==> src/bws_pkg.sv <==
// Package for the bridge window and secondary status register bank
package bws_pkg;

  // Register offsets (byte addresses)
  localparam logic [7:0] OFF_BUS_LAT = 8'h18;
  localparam logic [7:0] OFF_IO_STS = 8'h1c;
  localparam logic [7:0] OFF_MEM = 8'h20;
  localparam logic [7:0] OFF_IO_UP = 8'h30;
  localparam logic [7:0] OFF_CTRL = 8'h40;
  localparam logic [7:0] OFF_IRQ_STS = 8'h44;
  localparam logic [7:0] OFF_IRQ_MASK = 8'h48;

  // Field positions inside the 32-bit words
  localparam int unsigned LAT_LSB = 24;
  localparam int unsigned IO_BASE_IND_LSB = 0;
  localparam int unsigned IO_BASE_LSB = 4;
  localparam int unsigned IO_LIM_IND_LSB = 8;
  localparam int unsigned IO_LIM_LSB = 12;
  localparam int unsigned MEM_BASE_LSB = 4;
  localparam int unsigned MEM_LIM_LSB = 20;
  localparam int unsigned IO_UP_BASE_LSB = 0;
  localparam int unsigned IO_UP_LIM_LSB = 16;
  localparam int unsigned CTRL_PERR_BIT = 0;
  localparam int unsigned CTRL_SERR_BIT = 1;

  // Secondary status bit positions in the 0x1c word
  localparam int unsigned P_MDPE = 24;
  localparam int unsigned P_STA = 27;
  localparam int unsigned P_RTA = 28;
  localparam int unsigned P_RMA = 29;
  localparam int unsigned P_SSE = 30;
  localparam int unsigned P_DPE = 31;

  // Index of each event in the event and status vectors
  localparam int unsigned EV_N = 6;
  localparam int unsigned EV_MDPE = 0;
  localparam int unsigned EV_STA = 1;
  localparam int unsigned EV_RTA = 2;
  localparam int unsigned EV_RMA = 3;
  localparam int unsigned EV_SSE = 4;
  localparam int unsigned EV_DPE = 5;
  localparam logic [EV_N-1:0] SEC_W1C_MASK = 6'h31;

  // Constant field values
  localparam logic [7:0] LAT_VAL = 8'h00;
  localparam logic [3:0] IND_IO32 = 4'h1;
  localparam logic [11:0] IO_LOW_ZERO = 12'h000;
  localparam logic [11:0] IO_LOW_ONES = 12'hfff;
  localparam logic [19:0] MEM_LOW_ZERO = 20'h00000;
  localparam logic [19:0] MEM_LOW_ONES = 20'hfffff;
  localparam logic [31:0] RD_UNMAPPED = 32'h0000_0000;

  typedef logic [EV_N-1:0] bws_evt_t;

  typedef enum logic [0:0] {
    BUS_IDLE = 1'b0,
    BUS_ACK = 1'b1
  } bws_bus_e;

  typedef struct packed {
    bws_bus_e bst;
    logic [31:0] rdata;
    logic [3:0] io_base;
    logic [3:0] io_lim;
    logic [15:0] io_base_up;
    logic [15:0] io_lim_up;
    logic [11:0] mem_base;
    logic [11:0] mem_lim;
    bws_evt_t sec;
    logic perr_en;
    logic serr_en;
    bws_evt_t irq_sts;
    bws_evt_t irq_mask;
    logic io_fwd;
    logic mem_fwd;
  } bws_state_s;

  localparam bws_state_s BWS_RST = '0;

endpackage

==> src/bws_window_status.sv <==
// Bridge I/O and memory windows, secondary status, Avalon-MM register slave
// Overview of operation
// - Secondary latency timer byte reads zero, read-only
// - I/O base and limit low nibbles read 1h
// - I/O base nibble holds bottom bits 15:12
// - I/O limit nibble holds top bits 15:12
// - Forward I/O inside decoded base to limit window
// - I/O window bits 31:16 from upper registers
// - Legacy status bits zero, reserved bits read zero
// - Bit 24 sets on parity error when enabled
// - Bit 27 sets on sent completer abort
// - Bit 28 sets on received completer abort
// - Bit 29 sets on received unsupported request
// - Bit 30 sets on error message with SERR
// - Bit 31 sets on received poisoned TLP
// - Memory base bits 15:4 hold address 31:20
// - Memory limit holds top; forward inside window
// - Upper I/O base is writable, resets zero
//
// Added by the designer: register access over Avalon-MM.
`timescale 1ns/1ps
`default_nettype none

module bws_window_status
  import bws_pkg::*;
#(
  parameter int unsigned ADDR_W = 8
) (
  input wire logic clock_i,
  input wire logic nrst_i,
  input wire logic ce_i,
  input wire logic [ADDR_W-1:0] avs_address_i,
  input wire logic avs_read_i,
  input wire logic avs_write_i,
  input wire logic [31:0] avs_writedata_i,
  input wire logic [3:0] avs_byteenable_i,
  output logic [31:0] avs_readdata_o,
  output logic avs_waitrequest_o,
  input wire logic par_err_i,
  input wire logic cpl_abort_sent_i,
  input wire logic cpl_abort_rcvd_i,
  input wire logic cpl_ur_rcvd_i,
  input wire logic err_msg_sent_i,
  input wire logic poisoned_rcvd_i,
  input wire logic [31:0] io_addr_i,
  input wire logic [31:0] mem_addr_i,
  output logic io_fwd_o,
  output logic mem_fwd_o,
  output logic irq_o
);

  bws_state_s q_ff;
  bws_state_s nxt_q;
  bws_evt_t evt;
  logic [31:0] io_bot;
  logic [31:0] io_top;
  logic [31:0] mem_bot;
  logic [31:0] mem_top;

  function automatic logic is_reg(input logic [ADDR_W-1:0] a, input logic [7:0] off);
    is_reg = (a == ADDR_W'(off));
  endfunction

  function automatic logic [31:0] be_mask(input logic [3:0] be);
    logic [31:0] m;
    m = '0;
    for (int i = 0; i < 4; i++) begin
      m[i*8 +: 8] = {8{be[i]}};
    end
    be_mask = m;
  endfunction

  // Places the event flags at their secondary status positions
  function automatic logic [31:0] sec_word(input bws_evt_t s);
    logic [31:0] w;
    w = '0;
    w[P_MDPE] = s[EV_MDPE];
    w[P_STA] = s[EV_STA];
    w[P_RTA] = s[EV_RTA];
    w[P_RMA] = s[EV_RMA];
    w[P_SSE] = s[EV_SSE];
    w[P_DPE] = s[EV_DPE];
    sec_word = w;
  endfunction

  function automatic bws_evt_t sec_bits(input logic [31:0] w);
    bws_evt_t s;
    s = '0;
    s[EV_MDPE] = w[P_MDPE];
    s[EV_STA] = w[P_STA];
    s[EV_RTA] = w[P_RTA];
    s[EV_RMA] = w[P_RMA];
    s[EV_SSE] = w[P_SSE];
    s[EV_DPE] = w[P_DPE];
    sec_bits = s;
  endfunction

  function automatic logic [31:0] io_word(input bws_state_s s);
    logic [31:0] w;
    w = sec_word(s.sec);
    w[IO_BASE_IND_LSB +: 4] = IND_IO32;
    w[IO_BASE_LSB +: 4] = s.io_base;
    w[IO_LIM_IND_LSB +: 4] = IND_IO32;
    w[IO_LIM_LSB +: 4] = s.io_lim;
    io_word = w;
  endfunction

  function automatic logic [31:0] rd_word(input logic [ADDR_W-1:0] a, input bws_state_s s);
    logic [31:0] w;
    w = RD_UNMAPPED;
    if (is_reg(a, OFF_BUS_LAT)) begin
      // Bus numbers live in another block; only the timer byte is ours
      w[LAT_LSB +: 8] = LAT_VAL;
    end else if (is_reg(a, OFF_IO_STS)) begin
      w = io_word(s);
    end else if (is_reg(a, OFF_MEM)) begin
      w[MEM_BASE_LSB +: 12] = s.mem_base;
      w[MEM_LIM_LSB +: 12] = s.mem_lim;
    end else if (is_reg(a, OFF_IO_UP)) begin
      w[IO_UP_BASE_LSB +: 16] = s.io_base_up;
      w[IO_UP_LIM_LSB +: 16] = s.io_lim_up;
    end else if (is_reg(a, OFF_CTRL)) begin
      w[CTRL_PERR_BIT] = s.perr_en;
      w[CTRL_SERR_BIT] = s.serr_en;
    end else if (is_reg(a, OFF_IRQ_STS)) begin
      w[EV_N-1:0] = s.irq_sts;
    end else if (is_reg(a, OFF_IRQ_MASK)) begin
      w[EV_N-1:0] = s.irq_mask;
    end
    rd_word = w;
  endfunction

  // Event qualification; the enables gate the source, so a masked event
  // is lost rather than held back for later
  always_comb begin
    evt = '0;
    evt[EV_MDPE] = par_err_i & q_ff.perr_en;
    evt[EV_STA] = cpl_abort_sent_i;
    evt[EV_RTA] = cpl_abort_rcvd_i;
    evt[EV_RMA] = cpl_ur_rcvd_i;
    evt[EV_SSE] = err_msg_sent_i & q_ff.serr_en;
    evt[EV_DPE] = poisoned_rcvd_i;
  end

  // Window bounds: low address bits are implied, not stored
  assign io_bot = {q_ff.io_base_up, q_ff.io_base, IO_LOW_ZERO};
  assign io_top = {q_ff.io_lim_up, q_ff.io_lim, IO_LOW_ONES};
  assign mem_bot = {q_ff.mem_base, MEM_LOW_ZERO};
  assign mem_top = {q_ff.mem_lim, MEM_LOW_ONES};

  always_comb begin
    logic [31:0] m;
    logic [31:0] wd;
    logic [31:0] mw;
    logic wr_ok;
    bws_evt_t sec_clr;
    bws_evt_t irq_clr;
    m = be_mask(avs_byteenable_i);
    wd = avs_writedata_i;
    mw = '0;
    sec_clr = '0;
    irq_clr = '0;
    nxt_q = q_ff;
    wr_ok = (q_ff.bst == BUS_ACK) && avs_write_i;
    nxt_q.io_fwd = (io_addr_i >= io_bot) && (io_addr_i <= io_top);
    nxt_q.mem_fwd = (mem_addr_i >= mem_bot) && (mem_addr_i <= mem_top);
    case (q_ff.bst)
      BUS_IDLE: begin
        // One wait cycle lets read data come from a flop
        if (avs_read_i || avs_write_i) begin
          nxt_q.rdata = rd_word(avs_address_i, q_ff);
          nxt_q.bst = BUS_ACK;
        end
      end
      BUS_ACK: begin
        nxt_q.bst = BUS_IDLE;
      end
      default: begin
        nxt_q.bst = BUS_IDLE;
      end
    endcase
    if (wr_ok) begin
      if (is_reg(avs_address_i, OFF_IO_STS)) begin
        mw = (io_word(q_ff) & ~m) | (wd & m);
        nxt_q.io_base = mw[IO_BASE_LSB +: 4];
        nxt_q.io_lim = mw[IO_LIM_LSB +: 4];
        sec_clr = sec_bits(wd & m) & SEC_W1C_MASK;
      end else if (is_reg(avs_address_i, OFF_MEM)) begin
        mw = (rd_word(avs_address_i, q_ff) & ~m) | (wd & m);
        nxt_q.mem_base = mw[MEM_BASE_LSB +: 12];
        nxt_q.mem_lim = mw[MEM_LIM_LSB +: 12];
      end else if (is_reg(avs_address_i, OFF_IO_UP)) begin
        mw = (rd_word(avs_address_i, q_ff) & ~m) | (wd & m);
        nxt_q.io_base_up = mw[IO_UP_BASE_LSB +: 16];
        nxt_q.io_lim_up = mw[IO_UP_LIM_LSB +: 16];
      end else if (is_reg(avs_address_i, OFF_CTRL)) begin
        mw = (rd_word(avs_address_i, q_ff) & ~m) | (wd & m);
        nxt_q.perr_en = mw[CTRL_PERR_BIT];
        nxt_q.serr_en = mw[CTRL_SERR_BIT];
      end else if (is_reg(avs_address_i, OFF_IRQ_STS)) begin
        irq_clr = bws_evt_t'(wd[EV_N-1:0] & m[EV_N-1:0]);
      end else if (is_reg(avs_address_i, OFF_IRQ_MASK)) begin
        mw = (rd_word(avs_address_i, q_ff) & ~m) | (wd & m);
        nxt_q.irq_mask = mw[EV_N-1:0];
      end
    end
    // A new event outweighs a clear in the same cycle
    nxt_q.sec = (q_ff.sec & ~sec_clr) | evt;
    nxt_q.irq_sts = (q_ff.irq_sts & ~irq_clr) | evt;
  end

  always_ff @(posedge clock_i) begin
    if (!nrst_i) begin
      q_ff <= BWS_RST;
    end else if (ce_i) begin
      q_ff <= nxt_q;
    end
  end

  // Held high while frozen so no write is lost to a stopped clock enable
  assign avs_waitrequest_o = !((q_ff.bst == BUS_ACK) && ce_i);
  assign avs_readdata_o = q_ff.rdata;
  assign io_fwd_o = q_ff.io_fwd;
  assign mem_fwd_o = q_ff.mem_fwd;
  assign irq_o = |(q_ff.irq_sts & q_ff.irq_mask);

  // Checks
  logic rd_acc;
  logic wr_acc;
  assign rd_acc = avs_read_i && !avs_waitrequest_o;
  assign wr_acc = avs_write_i && !avs_waitrequest_o;
endmodule

`default_nettype wire
==> config.mk <==
export PLATFORM = sky130hd
export DESIGN_NAME = bws_window_status
export DESIGN_NICKNAME = d
export VERILOG_FILES = /design/src/bws_pkg.sv /design/src/bws_window_status.sv
export SDC_FILE = /design/constraint.sdc
export NUM_CORES = 1
export LEC_CHECK = 0
export BUFFER_PORTS_ARGS = -buffer_cell sky130_fd_sc_hd__buf_2
export CELL_PAD_IN_SITES_DETAIL_PLACEMENT = 0
export CELL_PAD_IN_SITES_GLOBAL_PLACEMENT = 1
export CORE_UTILIZATION = 35
export CTS_BUF_LIST = sky130_fd_sc_hd__clkbuf_16
export CTS_CLUSTER_SIZE = 40
export DETAILED_ROUTE_END_ITERATION = 7
export MAX_ROUTING_LAYER = met4
export PLACE_DENSITY_LB_ADDON = 0.1
export SLEW_MARGIN = 10
export SYNTH_ARGS = -nofsm -noshare
export SYNTH_HDL_FRONTEND = slang
export SYNTH_SLANG_ARGS = --single-unit
==> constraint.sdc <==
create_clock -name clock_i -period 5.92 [get_ports clock_i]
set_input_delay 0.592 -clock clock_i [delete_from_list [all_inputs] [get_ports clock_i]]
set_output_delay 0.592 -clock clock_i [all_outputs]
set_load 0.1 [all_outputs]
# Yosys cells after proc, flatten, opt, wreduce, memory -nomap -nowiden
# Cells that the tools add are included.
# word_totals
register_bits,119
in_bits,119
output_inout_bits,36
elab_cells,124
# classes
order_cmp,4
eq_ne,7
muxes,57
bitwise_logic,28
n_reduce_logical,13
# ops
op,count
24-bit two-way mux,10
6-bit two-way mux,21
32-bit AND,3
8-bit two-way mux,10
32-bit greater-or-equal comparator,2
32-bit less-or-equal comparator,2
32-bit OR,2
33-bit two-way mux,1
32-bit two-way mux,1
32-bit NOT,1
6-bit AND,5
26-bit two-way mux,1
8-bit by 7-bit == test with 1-bit output (second input constant),3
12-bit two-way mux,2
6-bit OR,3
16-bit AND,1
8-bit by 5-bit == test with 1-bit output (second input constant),2
8-bit by 6-bit == test with 1-bit output (second input constant),2
16-bit OR,1
2-bit two-way mux,7
4-bit two-way mux,3
6-bit NOT,2
8-bit AND reduction,1
1-bit NOT,6
other kinds (12),17

# Longest topological paths before layout
# depth
ltp_word,12
ltp_mapped,9
mapped_depth_nobuf,8

# Worst setup path after synthesis
# OpenSTA, ideal clock, no wires.
# synth_timing
kind,input port to flip-flop
startpoint,in mem_addr_i[22]
endpoint,"reg q_ff, in the netlist mem_fwd_o"
setup_time_ns,0.070
arrival_ns,2.083
t_required_ns,5.850
setup_slack_ns,3.767
cell_stages,7
path_buffers,0
cell_sequence,ha_1 -> or4b_1 -> nor4_1 -> nand3_1 -> a311oi_2 -> o221ai_1 -> a21oi_1
# synth_via
elab_chain_len,2
word_cells_on_any_way,3
classes_between,order compare: 2; reduce/logical: 1
# synth_lines
element,line,text
from (decl),bws_window_status.sv:46,"input wire logic [31:0] mem_addr_i,"
32-bit greater-or-equal comparator / 32-bit less-or-equal comparator (equally long branches),bws_window_status.sv:166,nxt_q.mem_fwd = (mem_addr_i >= mem_bot) && (mem_addr_i <= mem_top);
1-bit logical AND (*),bws_window_status.sv:166,
to (signal assigned),bws_window_status.sv:216,q_ff <= nxt_q;
to (decl),bws_window_status.sv:52,bws_state_s q_ff;
# Mark *: on every way between the ends. The rest lies on a longest branch, timed or not.
# A chain may end at the register's enable or synchronous reset.

# Final worst setup path
# layout_timing
startpoint,in avs_address_i[7]
endpoint,"reg q_ff, in the netlist io_top[27]"
# layout_via
elab_chain_len,8
word_cells_on_any_way,14
classes_between,eq/ne: 4; mux: 5; bitwise: 4; reduce/logical: 1
# layout_lines
element,line,text
from (decl),bws_window_status.sv:32,"input wire logic [ADDR_W-1:0] avs_address_i,"
8-bit by 5-bit == test with 1-bit output,bws_window_status.sv:61,is_reg = (a == ADDR_W'(off));
8-bit two-way mux,bws_window_status.sv:111,"if (is_reg(a, OFF_BUS_LAT)) begin"
8-bit two-way mux,bws_window_status.sv:192,"end else if (is_reg(avs_address_i, OFF_IO_UP)) begin"
8-bit two-way mux,bws_window_status.sv:188,"end else if (is_reg(avs_address_i, OFF_MEM)) begin"
8-bit two-way mux,bws_window_status.sv:183,"if (is_reg(avs_address_i, OFF_IO_STS)) begin"
8-bit two-way mux,bws_window_status.sv:182,if (wr_ok) begin
32-bit AND,bws_window_status.sv:193,"mw = (rd_word(avs_address_i, q_ff) & ~m) | (wd & m);"
32-bit OR,bws_window_status.sv:193,
# Parallel ways exist; a longest one is shown, timed or not. The select of a mux whose other input is x is not followed.

==> results.txt <==
Total CTS buffers -> 17
RSZ-0062 raised after global routing -> false
Leak Pwr -> 3.636 nW
Critical path's largest stage delay -> 0.91 ns
Clock root cell -> clkbuf_16
Area Growth Syn to Fin -> 19.39%
Placer Congestion -> 0.8029
DP HPWL -> 16,640 um
Max-cap violations -> 0
Largest net degree at the start of global routing -> 101
Commonest non-fill, non-tap cell in the layout -> buf_2
Reg-to-reg slack, setup -> 3.66 ns
Yosys top cell area share -> 0.3492
Final setup fails -> 0
Fmax -> 379.8 MHz
Most frequent cells in the layout -> 154 x buf_2, 125 x nor2_1, 119 x dfxtp_1, 69 x inv_1, 68 x mux2i_1
CP startpoint kind -> input port
GRT overflow -> 0
Worst skew pair latency -> 0.41 ns
Outcome -> completed
Cell breakdown of the critical path -> buf_2 -> nor4_4 -> and4_1 -> buf_4 -> nand3_4 -> mux2i_1 -> nor2_1
1st-pass router iterations -> 5
Data required, critical path -> 6.17 ns
Final Critical Period -> 2.633 ns
H-tree depth -> 4
Die H -> 141.6 um
Hold EP -> io_top[19]
Cell area after synthesis -> 6822 sq um
Largest cells by area after synthesis -> dfxtp_1 35%, ha_1 12%, mux2i_1 10%, nor2_1 6.9%, a21oi_1 3.7%
Initial detailed-routing violation count -> 310
Core Footprint -> 18,890 sq um
Synth Register Bits -> 119
Fraction of layout cells with a size suffix above 1 -> 0.2170
# DRC -> 0
Num Clock Sinks -> 119
Wire per inst -> 18.21 um
Crit-path slowest cell -> and4_1
WS Path Type -> input port to flip-flop
Sequential cell area fraction in the yosys report -> 0.3492
FF-to-FF Start -> mem_bot[22]
VDD IR max -> 252.1 uV
Crit-path max FO -> 20
Tcrit/Tclk final -> 0.4448
Number of enable flip-flop cells after synthesis -> 0
Initial core utilization -> 0.3611
Tot GR Track Use -> 0.2241
Slew headroom -> 0.2466
Layout net count -> 1,088
CTS tree -> done
Hold Crit Class -> input port to flip-flop
Syn avg cell area -> 8.591 sq um
Final Skew -> 0.008600 ns
Drt total wl -> 21,460 um
Die area -> 20,050 sq um
CP arrival -> 2.89 ns
Fillers -> 1,996
CTS hold repair buffers -> 0
Vias/cell -> 5.193
Mapped Cells -> 794
Synth area leader -> dfxtp_1
CTS resizes -> 0
Fin. Hold Viols -> 0
Max Slew Vio Count -> 0
Routed vias -> 6,117
Postcts setup bufs -> 0
Post-synth top flop -> dfxtp_1
Max Root-Sink Buffers -> 2
Worst hold stages -> 3
Setup TNS Final -> 0 ns
Antenna violations before repair -> 1
Async S/R FF share, synth -> 0
IO Port Bufs -> 154
Global-route wire length before repair -> 32,950 um
Die W -> 141.6 um
Worst reg2reg path depth -> 8
Pre-CTS setup slack -> 2.899 ns
Worst Max-Slew Pin Slew -> 1.130 ns
Vias in the first global route -> 6,012
Synth cell types -> 52
P per Cell Area -> 252.0 nW/um^2
Post-route ant nets -> 0
Clock slew at reported path FFs -> 0.06 ns
Worst Setup End Kind -> flip-flop
Core Rows -> 50
Min-delay src -> avs_writedata_i[19]
Syn_nets -> 977
Capturing point of the worst reg2reg path -> mem_fwd_o
Boundary pin count -> 155
Synth warn -> 0
Setup WS post-layout -> 3.287 ns
## synthesized netlist by cell type, types with 3 or more instances
master	instances
inv_1	68
buf_4	34
o21ai_0	14
a22o_1	4
nor2_1	125
and2_1	4
ha_1	64
and3_1	8
or4_1	4
a222oi_1	4
nand4_1	18
mux2i_1	68
nand2b_1	3
dfxtp_1	119
a21o_1	5
a22oi_1	28
buf_2	11
nor3_1	3
nand2_1	32
o21ai_1	8
nor4_1	7
nor2b_1	4
a21oi_1	51
a21boi_1	4
o21ai_2	4
o21a_1	8
a32oi_1	5
and4_1	7
nand3_1	20
a221oi_1	12
clkbuf_1	20
## report_power, final
group / leakage (nW) / switching [W] / internal (W) / total (W)
combinational: 2.39 / 0.000129 / 0.0000694 / 0.000198
clock: 0.283 / 0.000386 / 0.000655 / 0.00104
sequential: 0.961 / 0.00000539 / 0.000808 / 0.000813
total: 3.64 / 0.000520 / 0.00153 / 0.00205
## metal layers
| metal | routed length [um] | share of wire | vias up | global-route usage |
|---|---|---|---|---|
| li1 | - | - | 3019 | - |
| met1 | 10660 | 0.50 | 2895 | 0.3005 |
| met2 | 9409 | 0.44 | 175 | 0.3350 |
| met3 | 1035 | 0.048 | 28 | 0.04894 |
| met4 | 349 | 0.016 | 0 | 0.06848 |
| met5 | 0 | 0 | - | - |
## stage by stage
| step | total power [W] | hold WS [ns] | cell area [sq um] | utilization | std cells |
|---|---|---|---|---|---|
| floorplan | 0.0009368 | 0.4323 | 6822 | - | 794 |
| global placement | 0.001026 | 0.4431 | 7555 | 0.3999 | 1146 |
| detailed placement | 0.001029 | 0.4509 | 7555 | 0.3999 | 1146 |
| CTS | 0.002071 | 0.4039 | 8142 | 0.4309 | 1177 |
| global route | 0.002122 | 0.4231 | 8144 | 0.4311 | 1178 |
| finish | 0.002053 | 0.4190 | 8144 | 0.4311 | 1178 |
## logic make-up (layout without fill, tap and decap cells)
| group | Yosys count | after routing | share of synthesized area |
|---|---|---|---|
| simple gates | 249 | 249 | 0.1810 |
| flops | 119 | 119 | 0.3492 |
| fa+ha+maj | 64 | 64 | 0.1174 |
| buf+inv | 134 | 257 | 0.09446 |
| mux | 68 | 68 | 0.09978 |
| compound gates | 160 | 160 | 0.1581 |
| other cells | 0 | 1 | 0 |
## state kept, by name (all words and copies together), names as in the netlist, named ones only
| name | cells |
|---|---|
| avs_readdata_o | 32 |
| io_bot | 16 |
| io_fwd_o | 1 |
| io_top | 16 |
| mem_bot | 12 |
| mem_fwd_o | 1 |
| mem_top | 12 |
| q_ff | 21 |
## critical path, delay by kind of cell
kind	cells	cell delay (ns)
buffers and inverters	2	0.52
AND/OR/NAND/NOR	4	1.54
multiplexers	1	0.22
## layout make-up
cell class                 count  area [sq um]  share of cell area
tap                          260         325.3             0.03994
timing repair buffer         157         793.3             0.09740
sequential                   119          2382              0.2925
inverter                      69         259.0             0.03180
antenna                        1         2.502           0.0003073
clock inverter                14         161.4             0.01982
clock buffer                  17         425.4             0.05224
multi-input combinational    541          3795              0.4660
## worst max-delay path by stage
stage,slack [ns],end,startpoint,cells after the start
final,3.29,io_top[27],avs_address_i[7],7
after global routing,3.15,io_top[25],avs_address_i[7],7
after CTS,3.33,io_top[27],avs_address_i[7],7
after detailed placement,2.90,io_top[27],avs_address_i[7],7
after global placement,2.95,flip-flop,avs_address_i[7],6
after floorplan,3.77,mem_fwd_o,mem_addr_i[22],7
Note: power is estimated with default switching activity, not from simulation.
